`config.mk`:
```
export PLATFORM = sky130hd
export DESIGN_NAME = wssd_top
export DESIGN_NICKNAME = d
export VERILOG_FILES = /design/src/wssd_pkg.sv /design/src/wssd_top.sv
export SDC_FILE = /design/constraint.sdc
export NUM_CORES = 1
export LEC_CHECK = 0
export BUFFER_PORTS_ARGS = -buffer_cell sky130_fd_sc_hd__buf_2
export CAP_MARGIN = 25
export CORE_MARGIN = 4
export CORE_UTILIZATION = 52
export CTS_BUF_LIST = sky130_fd_sc_hd__clkbuf_4
export CTS_CLUSTER_DIAMETER = 50
export CTS_CLUSTER_SIZE = 8
export DETAILED_ROUTE_END_ITERATION = 16
export PLACE_DENSITY = 0.89
export SYNTH_ARGS = -nofsm -noshare
export SYNTH_HDL_FRONTEND = slang
export SYNTH_SLANG_ARGS = --single-unit
```
`constraint.sdc`:
```
create_clock -name core_clk -period 5.4 [get_ports core_clk]
set_input_delay 1.08 -clock core_clk [delete_from_list [all_inputs] [get_ports core_clk]]
set_output_delay 1.08 -clock core_clk [all_outputs]
set_load 0.01 [all_outputs]
```
`src/wssd_pkg.sv`:
```
// Package with register map, field positions, reset values and carrier types of the waveform steering block.
package wssd_pkg;

	// ************************************************************
	// Register offsets (byte addresses on the Avalon-MM slave)
	// ************************************************************
	localparam int AW = 6;
	localparam logic [AW-1:0] OFF_GEN_CTRL0 = 6'h00;
	localparam logic [AW-1:0] OFF_GEN_CTRL1 = 6'h04;
	localparam logic [AW-1:0] OFF_CLK_SEL = 6'h08;
	localparam logic [AW-1:0] OFF_DIN_SEL = 6'h0C;
	localparam logic [AW-1:0] OFF_STEER = 6'h10;
	localparam logic [AW-1:0] OFF_SHUT_CTRL0 = 6'h14;
	localparam logic [AW-1:0] OFF_SHUT_SRC_EN = 6'h18;
	localparam logic [AW-1:0] OFF_RISE_DB = 6'h1C;
	localparam logic [AW-1:0] OFF_FALL_DB = 6'h20;
	localparam logic [AW-1:0] OFF_IRQ_STATUS = 6'h24;
	localparam logic [AW-1:0] OFF_IRQ_MASK = 6'h28;

	// ************************************************************
	// Field positions
	// ************************************************************
	localparam int GC0_EN = 7;
	localparam int GC0_LD = 6;
	localparam int GC1_IN = 5;
	localparam int SC0_SHUTDOWN = 7;
	localparam int SC0_REN = 6;
	localparam int SC0_SHUTDOWN_STATE_BD = 4;
	localparam int SC0_SHUTDOWN_STATE_AC = 2;
	localparam int STR_OVR = 4;
	localparam int IRQ_SHUT_ENTER = 0;
	localparam int IRQ_SHUT_LEAVE = 1;

	// ************************************************************
	// Reset values and encodings
	// ************************************************************
	localparam logic [7:0] RST_SHUT_CTRL0 = 8'h14;
	localparam logic [5:0] RST_DB_COUNT = 6'h00;
	localparam logic [2:0] MODE_ASYNC_STEER = 3'h0;
	localparam logic [2:0] MODE_SYNC_STEER = 3'h1;
	localparam logic [1:0] LS_INACTIVE = 2'h0;
	localparam logic [1:0] LS_TRISTATE = 2'h1;
	localparam logic [1:0] LS_DRIVE_LOW = 2'h2;
	localparam logic [1:0] LS_DRIVE_HIGH = 2'h3;
	localparam int DATA_SRC_N = 19;

	// ************************************************************
	// Carrier types
	// ************************************************************
	typedef struct packed {
		logic clc;
		logic cmp2;
		logic cmp1;
		logic tmr6;
		logic tmr4;
		logic tmr2;
		logic pin;
	} wssd_shut_s;

	typedef struct packed {
		logic [3:0] oe;
		logic [3:0] level;
	} wssd_pins_s;

endpackage

```
`src/wssd_top.sv`:
```
// Steering, auto-shutdown and dead-band stage of the complementary waveform unit.
//
// Added by the designer: the Avalon-MM interface to the registers and the register offsets.

module wssd_top #(
	parameter int DIN_N = wssd_pkg::DATA_SRC_N
) (
	// Clock and reset
	input wire logic core_clk,
	input wire logic arst_n,
	// Avalon-MM slave
	input wire logic [wssd_pkg::AW-1:0] avs_address,
	input wire logic avs_read,
	input wire logic avs_write,
	input wire logic [31:0] avs_writedata,
	input wire logic [3:0] avs_byteenable,
	output logic [31:0] avs_readdata,
	output logic avs_waitrequest,
	// Generator clock enable when the internal oscillator is chosen
	input wire logic hfosc_tick,
	// Data waveform candidates
	input wire logic [DIN_N-1:0] data_sources,
	// Auto-shutdown sources
	input wire wssd_pkg::wssd_shut_s shut_sources,
	// Bridge driver pins
	output wssd_pkg::wssd_pins_s bridge,
	// Interrupt
	output logic irq
);

	// ************************************************************
	// Bus slave
	// ************************************************************
	logic ack_q;
	logic [31:0] rd_q;
	logic [31:0] rd_d;
	logic wr_go;
	logic [7:0] wd;

	assign avs_waitrequest = (avs_read | avs_write) & ~ack_q;
	assign avs_readdata = rd_q;
	assign wr_go = avs_write & ack_q & avs_byteenable[0];
	assign wd = avs_writedata[7:0];

	function automatic logic wr_hit(input logic go, input logic [wssd_pkg::AW-1:0] adr,
		input logic [wssd_pkg::AW-1:0] off);
		return go && (adr == off);
	endfunction

	always_ff @(posedge core_clk or negedge arst_n) begin
		if (!arst_n) begin
			ack_q <= 1'b0;
		end else begin
			ack_q <= (avs_read | avs_write) & ~ack_q;
		end
	end

	always_ff @(posedge core_clk or negedge arst_n) begin
		if (!arst_n) begin
			rd_q <= 32'h0000_0000;
		end else if (avs_read && !ack_q) begin
			rd_q <= rd_d;
		end
	end

	// ************************************************************
	// Configuration registers
	// ************************************************************
	logic en_q;
	logic ld_q;
	logic [2:0] mode_q;
	logic [3:0] pol_q;
	logic cs_q;
	logic [4:0] is_q;
	logic [7:0] str_q;
	logic [3:0] str_act_q;
	logic ren_q;
	logic [1:0] shutdown_state_bd_q;
	logic [1:0] shutdown_state_ac_q;
	logic [6:0] ase_q;
	logic [5:0] dbr_q;
	logic [5:0] dbf_q;
	logic [5:0] dbr_act_q;
	logic [5:0] dbf_act_q;
	logic [1:0] imask_q;
	logic sd_q;
	logic [1:0] ist_q;

	always_ff @(posedge core_clk or negedge arst_n) begin
		if (!arst_n) begin
			en_q <= 1'b0;
			mode_q <= wssd_pkg::MODE_ASYNC_STEER;
			pol_q <= 4'h0;
			cs_q <= 1'b0;
			is_q <= 5'h00;
			str_q <= 8'h00;
			ren_q <= wssd_pkg::RST_SHUT_CTRL0[wssd_pkg::SC0_REN];
			shutdown_state_bd_q <= wssd_pkg::RST_SHUT_CTRL0[wssd_pkg::SC0_SHUTDOWN_STATE_BD +: 2];
			shutdown_state_ac_q <= wssd_pkg::RST_SHUT_CTRL0[wssd_pkg::SC0_SHUTDOWN_STATE_AC +: 2];
			ase_q <= 7'h00;
			dbr_q <= wssd_pkg::RST_DB_COUNT;
			dbf_q <= wssd_pkg::RST_DB_COUNT;
			imask_q <= 2'h0;
		end else begin
			if (wr_hit(wr_go, avs_address, wssd_pkg::OFF_GEN_CTRL0)) begin
				en_q <= wd[wssd_pkg::GC0_EN];
				mode_q <= wd[2:0];
			end
			if (wr_hit(wr_go, avs_address, wssd_pkg::OFF_GEN_CTRL1)) begin
				pol_q <= wd[3:0];
			end
			if (wr_hit(wr_go, avs_address, wssd_pkg::OFF_CLK_SEL)) begin
				cs_q <= wd[0];
			end
			if (wr_hit(wr_go, avs_address, wssd_pkg::OFF_DIN_SEL)) begin
				is_q <= wd[4:0];
			end
			if (wr_hit(wr_go, avs_address, wssd_pkg::OFF_STEER)) begin
				str_q <= wd;
			end
			if (wr_hit(wr_go, avs_address, wssd_pkg::OFF_SHUT_CTRL0)) begin
				ren_q <= wd[wssd_pkg::SC0_REN];
				shutdown_state_bd_q <= wd[wssd_pkg::SC0_SHUTDOWN_STATE_BD +: 2];
				shutdown_state_ac_q <= wd[wssd_pkg::SC0_SHUTDOWN_STATE_AC +: 2];
			end
			if (wr_hit(wr_go, avs_address, wssd_pkg::OFF_SHUT_SRC_EN)) begin
				ase_q <= wd[6:0];
			end
			if (wr_hit(wr_go, avs_address, wssd_pkg::OFF_RISE_DB)) begin
				dbr_q <= wd[5:0];
			end
			if (wr_hit(wr_go, avs_address, wssd_pkg::OFF_FALL_DB)) begin
				dbf_q <= wd[5:0];
			end
			if (wr_hit(wr_go, avs_address, wssd_pkg::OFF_IRQ_MASK)) begin
				imask_q <= wd[1:0];
			end
		end
	end

	// ************************************************************
	// Data input selection
	// ************************************************************
	logic din_q;
	logic din_p_q;
	logic din_rise;
	logic din_fall;
	logic gen_tick;
	logic steer_mode;

	assign din_rise = din_q & ~din_p_q;
	assign din_fall = ~din_q & din_p_q;
	assign gen_tick = cs_q ? hfosc_tick : 1'b1;
	assign steer_mode = (mode_q[2:1] == 2'h0);

	// Reserved selections read as a constant low so no stray edge reaches the outputs.
	always_ff @(posedge core_clk or negedge arst_n) begin
		if (!arst_n) begin
			din_q <= 1'b0;
			din_p_q <= 1'b0;
		end else begin
			din_q <= (int'(is_q) < DIN_N) ? data_sources[is_q] : 1'b0;
			din_p_q <= din_q;
		end
	end

	// ************************************************************
	// Steering buffer
	// ************************************************************
	always_ff @(posedge core_clk or negedge arst_n) begin
		if (!arst_n) begin
			str_act_q <= 4'h0;
		end else if (mode_q == wssd_pkg::MODE_SYNC_STEER) begin
			if (din_rise) begin
				str_act_q <= str_q[3:0];
			end
		end else begin
			str_act_q <= str_q[3:0];
		end
	end

	// ************************************************************
	// Dead-band count buffers
	// ************************************************************
	logic ld_arm_q;

	// Counts load freely while disabled; once running only the load request updates them.
	always_ff @(posedge core_clk or negedge arst_n) begin
		if (!arst_n) begin
			ld_q <= 1'b0;
			ld_arm_q <= 1'b0;
			dbr_act_q <= wssd_pkg::RST_DB_COUNT;
			dbf_act_q <= wssd_pkg::RST_DB_COUNT;
		end else if (!en_q) begin
			ld_q <= 1'b0;
			ld_arm_q <= 1'b0;
			dbr_act_q <= dbr_q;
			dbf_act_q <= dbf_q;
		end else begin
			if (wr_hit(wr_go, avs_address, wssd_pkg::OFF_GEN_CTRL0) && wd[wssd_pkg::GC0_LD]) begin
				ld_q <= 1'b1;
			end else if (ld_arm_q && din_rise) begin
				ld_q <= 1'b0;
			end
			if (ld_arm_q && din_rise) begin
				ld_arm_q <= 1'b0;
				dbr_act_q <= dbr_q;
				dbf_act_q <= dbf_q;
			end else if (ld_q && din_fall) begin
				ld_arm_q <= 1'b1;
			end
		end
	end

	// ************************************************************
	// Dead-band delay
	// ************************************************************
	logic dly_q;
	logic [5:0] db_cnt_q;
	logic [5:0] db_n;

	assign db_n = din_q ? dbr_act_q : dbf_act_q;

	// The first generator tick may come at any phase, hence the N to N+1 spread.
	always_ff @(posedge core_clk or negedge arst_n) begin
		if (!arst_n) begin
			dly_q <= 1'b0;
			db_cnt_q <= 6'h00;
		end else if (!en_q || din_q == dly_q) begin
			dly_q <= din_q;
			db_cnt_q <= 6'h00;
		end else if (db_n == 6'h00) begin
			dly_q <= din_q;
			db_cnt_q <= 6'h00;
		end else if (gen_tick) begin
			if (db_cnt_q == db_n) begin
				dly_q <= din_q;
				db_cnt_q <= 6'h00;
			end else begin
				db_cnt_q <= db_cnt_q + 6'h01;
			end
		end
	end

	// ************************************************************
	// Auto-shutdown
	// ************************************************************
	logic sd_src;
	logic sd_set;
	logic sd_clr;
	logic sd_wr;
	logic hold_q;
	logic held;

	assign sd_src = |(ase_q & shut_sources);
	assign sd_wr = wr_hit(wr_go, avs_address, wssd_pkg::OFF_SHUT_CTRL0);
	assign sd_set = (en_q & sd_src) | (sd_wr & wd[wssd_pkg::SC0_SHUTDOWN]);
	assign sd_clr = (en_q & ren_q & ~sd_src) | (sd_wr & ~wd[wssd_pkg::SC0_SHUTDOWN]);
	assign held = sd_q | hold_q;

	// A set in the same cycle as a clear wins, so a live source is never dropped.
	always_ff @(posedge core_clk or negedge arst_n) begin
		if (!arst_n) begin
			sd_q <= 1'b0;
		end else if (sd_set) begin
			sd_q <= 1'b1;
		end else if (sd_clr) begin
			sd_q <= 1'b0;
		end
	end

	always_ff @(posedge core_clk or negedge arst_n) begin
		if (!arst_n) begin
			hold_q <= 1'b0;
		end else if (sd_q) begin
			hold_q <= 1'b1;
		end else if (din_rise) begin
			hold_q <= 1'b0;
		end
	end

	// ************************************************************
	// Output stage
	// ************************************************************
	logic [3:0] lvl_d;
	logic [3:0] oe_d;

	function automatic logic [1:0] shut_pin(input logic [1:0] ls, input logic pol, input logic cur,
		input logic dly);
		case (ls)
			wssd_pkg::LS_DRIVE_HIGH: shut_pin = 2'h3;
			wssd_pkg::LS_DRIVE_LOW: shut_pin = 2'h2;
			wssd_pkg::LS_TRISTATE: shut_pin = 2'h0;
			default: shut_pin = {1'b1, dly ? cur : pol};
		endcase
	endfunction

	genvar gi;
	generate
		for (gi = 0; gi < 4; gi++) begin : g_out
			logic [1:0] ls;
			logic [1:0] sp;
			logic norm;
			assign ls = (gi % 2 == 0) ? shutdown_state_ac_q : shutdown_state_bd_q;
			assign sp = shut_pin(ls, pol_q[gi], bridge.level[gi], dly_q);
			assign norm = (!en_q || !steer_mode) ? pol_q[gi] :
				(str_act_q[gi] ? (dly_q ^ pol_q[gi]) : str_q[wssd_pkg::STR_OVR + gi]);
			assign lvl_d[gi] = held ? sp[0] : norm;
			assign oe_d[gi] = held ? sp[1] : 1'b1;
		end
	endgenerate

	always_ff @(posedge core_clk or negedge arst_n) begin
		if (!arst_n) begin
			bridge <= '{oe: 4'hF, level: 4'h0};
		end else begin
			bridge <= '{oe: oe_d, level: lvl_d};
		end
	end

	// ************************************************************
	// Interrupts
	// ************************************************************
	logic sd_p_q;
	logic [1:0] iev;

	assign iev = {~sd_q & sd_p_q, sd_q & ~sd_p_q};
	assign irq = |(ist_q & imask_q);

	always_ff @(posedge core_clk or negedge arst_n) begin
		if (!arst_n) begin
			sd_p_q <= 1'b0;
			ist_q <= 2'h0;
		end else begin
			sd_p_q <= sd_q;
			if (wr_hit(wr_go, avs_address, wssd_pkg::OFF_IRQ_STATUS)) begin
				ist_q <= iev | (ist_q & ~wd[1:0]);
			end else begin
				ist_q <= iev | ist_q;
			end
		end
	end

	// ************************************************************
	// Read mux
	// ************************************************************
	always_comb begin
		rd_d = 32'h0000_0000;
		case (avs_address)
			wssd_pkg::OFF_GEN_CTRL0: rd_d[7:0] = {en_q, ld_q, 3'h0, mode_q};
			wssd_pkg::OFF_GEN_CTRL1: rd_d[7:0] = {2'h0, din_q, 1'b0, pol_q};
			wssd_pkg::OFF_CLK_SEL: rd_d[7:0] = {7'h00, cs_q};
			wssd_pkg::OFF_DIN_SEL: rd_d[7:0] = {3'h0, is_q};
			wssd_pkg::OFF_STEER: rd_d[7:0] = str_q;
			wssd_pkg::OFF_SHUT_CTRL0: rd_d[7:0] = {sd_q, ren_q, shutdown_state_bd_q, shutdown_state_ac_q, 2'h0};
			wssd_pkg::OFF_SHUT_SRC_EN: rd_d[7:0] = {1'b0, ase_q};
			wssd_pkg::OFF_RISE_DB: rd_d[7:0] = {2'h0, dbr_q};
			wssd_pkg::OFF_FALL_DB: rd_d[7:0] = {2'h0, dbf_q};
			wssd_pkg::OFF_IRQ_STATUS: rd_d[7:0] = {6'h00, ist_q};
			wssd_pkg::OFF_IRQ_MASK: rd_d[7:0] = {6'h00, imask_q};
			default: rd_d = 32'h0000_0000;
		endcase
	end

	// ************************************************************
	// Assertions
	// ************************************************************
	property p_steer_follow;
		@(posedge core_clk) disable iff (!arst_n)
		(en_q && steer_mode && !held && str_act_q[0]) |=> (bridge.level[0] == $past(dly_q ^ pol_q[0]));
	endproperty
	a_steer_follow: assert property (p_steer_follow) else $error("Steered output A does not follow data.");

	property p_override;
		@(posedge core_clk) disable iff (!arst_n)
		(en_q && steer_mode && !held && !str_act_q[3]) |=> (bridge.level[3] == $past(str_q[7]));
	endproperty
	a_override: assert property (p_override) else $error("Unsteered output D does not show override.");

	property p_nonsteer;
		@(posedge core_clk) disable iff (!arst_n)
		(en_q && !steer_mode && !held) |=> (bridge.level == $past(pol_q) && bridge.oe == 4'hF);
	endproperty
	a_nonsteer: assert property (p_nonsteer) else $error("Steering bits acted outside steering modes.");

	property p_sync_buffer;
		@(posedge core_clk) disable iff (!arst_n)
		(mode_q == wssd_pkg::MODE_SYNC_STEER && !din_rise) |=> $stable(str_act_q);
	endproperty
	a_sync_buffer: assert property (p_sync_buffer) else $error("Synchronous steering took effect early.");

	property p_shut_enter;
		@(posedge core_clk) disable iff (!arst_n)
		(en_q && sd_src) |=> sd_q ##1 (held && bridge.oe == $past(oe_d));
	endproperty
	a_shut_enter: assert property (p_shut_enter) else $error("Active source did not shut down.");

	property p_hold_until_rise;
		@(posedge core_clk) disable iff (!arst_n)
		(hold_q && !sd_q && !din_rise) |=> hold_q;
	endproperty
	a_hold_until_rise: assert property (p_hold_until_rise) else $error("Shutdown released before rise.");

	property p_auto_restart;
		@(posedge core_clk) disable iff (!arst_n)
		(sd_q && en_q && ren_q && !sd_src && !sd_wr) |=> !sd_q;
	endproperty
	a_auto_restart: assert property (p_auto_restart) else $error("Auto-restart did not clear shutdown.");

	property p_tristate_bd;
		@(posedge core_clk) disable iff (!arst_n)
		(held && shutdown_state_bd_q == wssd_pkg::LS_TRISTATE) |=> (bridge.oe[1] == 1'b0 && bridge.oe[3] == 1'b0);
	endproperty
	a_tristate_bd: assert property (p_tristate_bd) else $error("Outputs B and D not released.");

	property p_high_ac;
		@(posedge core_clk) disable iff (!arst_n)
		(held && shutdown_state_ac_q == wssd_pkg::LS_DRIVE_HIGH) |=> (bridge.level[0] && bridge.level[2] && bridge.oe[0]);
	endproperty
	a_high_ac: assert property (p_high_ac) else $error("Outputs A and C not driven high.");

	property p_rise_delay;
		@(posedge core_clk) disable iff (!arst_n)
		(en_q && din_rise && !dly_q && dbr_act_q > 6'h01) |=> !dly_q [*2];
	endproperty
	a_rise_delay: assert property (p_rise_delay) else $error("Rising edge passed without dead band.");

	property p_fall_bypass;
		@(posedge core_clk) disable iff (!arst_n)
		(en_q && !din_q && dly_q && dbf_act_q == 6'h00) |=> !dly_q;
	endproperty
	a_fall_bypass: assert property (p_fall_bypass) else $error("Zero falling count did not bypass.");

	c_shut_enter: cover property (@(posedge core_clk) disable iff (!arst_n) $rose(sd_q));
	c_auto_restart: cover property (@(posedge core_clk) disable iff (!arst_n) ren_q && $fell(sd_q));
	c_hold_release: cover property (@(posedge core_clk) disable iff (!arst_n) $fell(hold_q));
	c_rise_delay: cover property (@(posedge core_clk) disable iff (!arst_n) dbr_act_q > 6'h02 && $rose(dly_q));

endmodule

```
-- After elaboration in Yosys (flattened, before gate mapping)
Cells that the tools add are included.
- register bits: 97
- bits of input ports: 73
- output and inout port bits: 42
- logic and storage cells: 177
- add/subtract/negate cells: 1
- $lt $le $gt $ge: 2
- eq/ne operators: 25
- muxes and demuxes: 55
- bitwise logic cells: 33
- reductions and logical operators: 30
- operator list (operator ; count):
    $pmux W8 S11 ; 1
    $mux W6 ; 9
    $mux W1 ; 37
    $eq A6 B5 Y1 const B ; 4
    $pmux W2 S3 ; 4
    $eq A6 B6 Y1 const B ; 3
    $logic_and A1 B1 Y1 ; 15
    $and A1 B1 Y1 ; 12
    $eq A6 B4 Y1 const B ; 2
    $logic_not A6 Y1 ; 2
    $ne A5 B2 Y1 const B ; 2
    $eq A2 B2 Y1 const B ; 4
    $mux W4 ; 2
    $and A7 B7 Y7 ; 1
    $not A1 Y1 ; 7
    $reduce_or A7 Y1 ; 1
    $add A6 B1 Y6 const B ; 1
    $eq A6 B3 Y1 const B ; 1
    $eq A6 B6 Y1 ; 1
    $lt A5 B6 Y1 const B ; 1
    $ne A3 B1 Y1 const B ; 2
    $reduce_bool A3 Y1 ; 2
    $bmux W1 S5 ; 1
    $lt A5 B5 Y1 const B ; 1
    other kinds (17) ; 30

-- Longest topological paths before layout
- word-level depth: 7
- mapped depth: 7
- gate-level depth less buffers: 6

-- Least setup slack after synthesis
OpenSTA, ideal clock, no wires.
- path type: input to register
- start: in avs_address[5] in the netlist's numbering
- end: reg is_q[1]
- library setup time: 0.125 ns
- arrival: 2.305 ns
- required time: 5.275 ns
- path slack: 2.970 ns
- stages on the path: 5
- buffers on the path: 2
- cells stage by stage: buf_2 > nor4_2 > and3_1 > clkbuf_1 > mux2_2
- cells in the longest elaborated chain, start to end: 2
- ends and longest elaborated chain (what ; RTL line ; text):
    from (decl) ; wssd_top.sv:12 ; input wire logic [wssd_pkg::AW-1:0] avs_address,
    $eq A6 B4 Y1 ; wssd_top.sv:47 ; return go && (adr == off);
    $logic_and A1 B1 Y1 ; wssd_top.sv:47 ;
    to (signal assigned) ; wssd_top.sv:116 ; is_q <= wd[4:0];
    to (decl) ; wssd_top.sv:74 ; logic [4:0] is_q;
Every way passes these cells.
A chain may end at the register's enable or synchronous reset.

-- Worst setup path in the final report
- start: in avs_address[5] in the netlist's numbering
- end: reg ase_q[0]
- cells in the longest elaborated chain, start to end: 2
- ends and longest elaborated chain (what ; RTL line ; text):
    $eq A6 B5 Y1 ; wssd_top.sv:47 ;
    $logic_and A1 B1 Y1 ; wssd_top.sv:47 ;
    to (signal assigned) ; wssd_top.sv:127 ; ase_q <= wd[6:0];
    to (decl) ; wssd_top.sv:80 ; logic [6:0] ase_q;
Every way passes these cells.

==> flow_summary.ini <==
[run_status]
status = completed

[critical_path]
cp_top_family = simple AND/OR/NAND/NOR gates
critPathMaxStageDelay_ps = 910
path_class = in -> reg
r2r_end = dly_q
crit_fanout = 16
r2r_cells = 5
arrival_ps = 3090
worstPathRequired_ps = 5740
cp.buffers_inverters = 1
cp-start-kind = input pin
crit_chain = buf_2, nor4b_2, and3_1, mux2_2
r2r_start = din_q
crit_slowest_cell = nor4b_2
cp-end-kind = flop
reg2reg_slack_ps = 3030

[synthesis]
async_reset_ff_frac = 1.00
synthDistinctLibCells = 51
synthAdderAreaFrac = 0.0173
synth_edf_count = 0
synth-simple-area-share = 0.127
ys_top_cells_by_area = dfrtp_1, mux2_2, buf_4
syn_avg_cell_area_sq_um = 11.0
netlist_instances = 461
synth_compound_area_frac = 0.113
ys_warn_count = 0
synth_seq_cells = 95
yosys_most_used_dff = dfrtp_1
yosysTopAreaCell = dfrtp_1
synth_mux_area_frac = 0.194
synth_top_family_by_area = multiplexers
synth_seq_area_share = 0.470
synthXorXnorAreaFrac = 0.0121
synth_area_sq_um = 5070
synth_top_area_share = 0.449

[route]
drtIter0Drc = 440
drt_pass1_iterations = 6
wl_per_cell_um = 19.0
vias_per_cell = 6.02
remaining_drc_errors = 0
drt_wl_total_um = 12200
vias = 3880
ant_nets = 0

[floorplanning]
num_io_pins = 115
core-area_sq_um = 9370
die_h_um = 107
start_util = 0.541
die_area_sq_um = 11400
rows = 35
fp.dieW_um = 107

[pwr]
power_frac_seq = 0.547
p_leak_nw = 2.63
p_int_mw = 1.06
powerDensity_nw_per_um2 = 271
irDropWorstVdd_uv = 138
p_comb_frac = 0.157
switchingPower_uw = 438
p_sw_frac = 0.293
power_frac_clock = 0.296
p_total_mw = 1.50

[cells_and_area]
diodes = 0
fin_util = 0.588
drive_gt1_frac = 0.309
postLayoutCellArea_sq_um = 5510
final_nets = 590
stdcell_count = 644
syn_to_final_growth_pct = 8.64

[clock_network]
path_clk_slew_ps = 150
tritoncts = done
clk_latency_ps = 440
hold_buffers = 0
cts-resized-gates = 0
root_buffer = clkbuf_4
cts.htree.levels = 3
postCtsSetupBuffers = 0
clock_sinks = 95
cts_made_buffers = 9
clockBufferDepth = 2

[run]
maxCapViolations = 0

[timing]
tightestPinTransition_ps = 1010
skew_ps = 10.5
max_freq_ghz = 0.363
period_share = 0.510
finalSetupTns_ps = 0
rsz0062_at_grt = false
setup_viol = 0
slew-limit-headroom = 0.324
fin_ws_ps = 2650
drv_slew = 0
final_hold_viol_count = 0
finalCriticalPeriod_ps = 2750
whs_ps = 490

[grt]
grt_max_degree = 64
globalRoute.totalOverflow = 0
gr-usage-met2 = 0.359
grt_use_met3 = 0.0379
use_met1 = 0.307
grt_usage = 0.223
grt_pass1_vias = 3924
antenna_found_initial = 0
grt_busiest_layer = met2
grt_pass1_wl_um = 19900

[min_path]
hp-class = reg -> reg
whs_path_depth = 1
min_to = ack_q
hold_start = ack_q

[placed_design]
placedCellCount = 628
place_area_sq_um = 5340
place_congestion = 0.934
place_ws_ps = 2220
portBuffers = 63
place.detailed.hpwl_um = 9100
layout by cell type, fill, tap and decap left out, types with 4 or more instances in the layout:
master    count
dfrtp_1      91
xor2_1        7
mux2_2       60
a21oi_1      19
nand3b_1      4
nor4_1        4
clkbuf_4     10
mux4_2        8
buf_2        62
ha_1          7
nand3_1      11
nor2b_1       6
a31oi_1       5
a22oi_1       9
and3_1       10
mux2i_1      13
inv_1         8
dfstp_2       4
and2_1        5
o21ai_0      27
conb_1       24
o21a_1        4
a221oi_1      5
or3_1         5
nor2_1       23
o221ai_1      4
nand2_1      38
o211ai_1      5
layout make-up:
type,instances,area (sq um)
fillers,752,3860
clock inverters,6,92.6
repair buffers,64,325
clock buffers,10,75.1
inverters,8,30.0
flip-flops and latches,95,2380
multi-input cells,332,2440
well taps,129,161
power groups by stage:
stage / Combinational (mW) / Sequential [mW] / Clock, mW
3_5_place_dp: 0.231 / 0.830 / 0
4_1_cts: 0.233 / 0.816 / 0.444
3_3_place_gp: 0.220 / 0.826 / 0
2_1_floorplan: 0.173 / 0.805 / 0
6_report: 0.235 / 0.818 / 0.442
5_1_grt: 0.259 / 0.824 / 0.475
worst register-to-register path: cells and delay by family, from the launching register on:
kind / cells / cell delay, ps
mux: 1 / 310
simple gates: 2 / 690
flops: 1 / 860
compound gates: 1 / 210
xor+xnor: 1 / 180
synth_stat cells (5+ instances only):
cell and n:
clkbuf_1 13, a22oi_1 9, and2_1 5, a221oi_1 5
a21oi_1 19, ha_1 7, o21ai_0 27, buf_2 8
mux4_2 8, xor2_1 7, dfrtp_1 91, nand3_1 11
nand2_1 38, o211ai_1 5, buf_4 27, or3_1 5
and3_1 10, inv_1 8, a31oi_1 5, mux2_2 60
nor2b_1 6, mux2i_1 13, nor2_1 23
worst max path at each step:
stage / start / endpoint / slack, ps / cells after the start
after global placement: avs_address[5] / ase_q[1] / 2270 / 4
after CTS: avs_address[5] / ase_q[0] / 2680 / 4
after floorplan: avs_address[5] / is_q[1] / 2970 / 5
after global routing: avs_address[5] / ase_q[1] / 2580 / 4
after detailed placement: avs_address[5] / ase_q[0] / 2220 / 4
final: avs_address[5] / ase_q[0] / 2650 / 4
per-layer routing:
| layer | up-vias | routed length [um] |
|---|---|---|
| li1 | 1729 | - |
| met5 | - | 0 |
| met2 | 228 | 5780 |
| met1 | 1889 | 4950 |
| met4 | 0 | 299 |
| met3 | 34 | 1190 |
logic make-up (layout without fill, tap and decap cells):
family / after synthesis / count (layout)
and+or+nand+nor: 124 / 124
DFF: 95 / 95
AOI/OAI and AO/OA: 89 / 89
muxes: 81 / 81
buffers and inverters: 57 / 88
adders and majority gates: 7 / 7
xor gates and xnor gates: 7 / 7
other: 1 / 24
registers in the layout, summed over array words and instances (netlist names), 4 cells and up:
name / count
db_cnt_q: 6
str_act_q: 4
dbr_q: 6
str_q: 8
avs_readdata: 8
ase_q: 7
dbr_act_q: 6
is_q: 5
dbf_q: 6
dbf_act_q: 6
g_out.ls: 4
pol_q: 4
bridge: 6
Power figures use the tool's default switching activity.
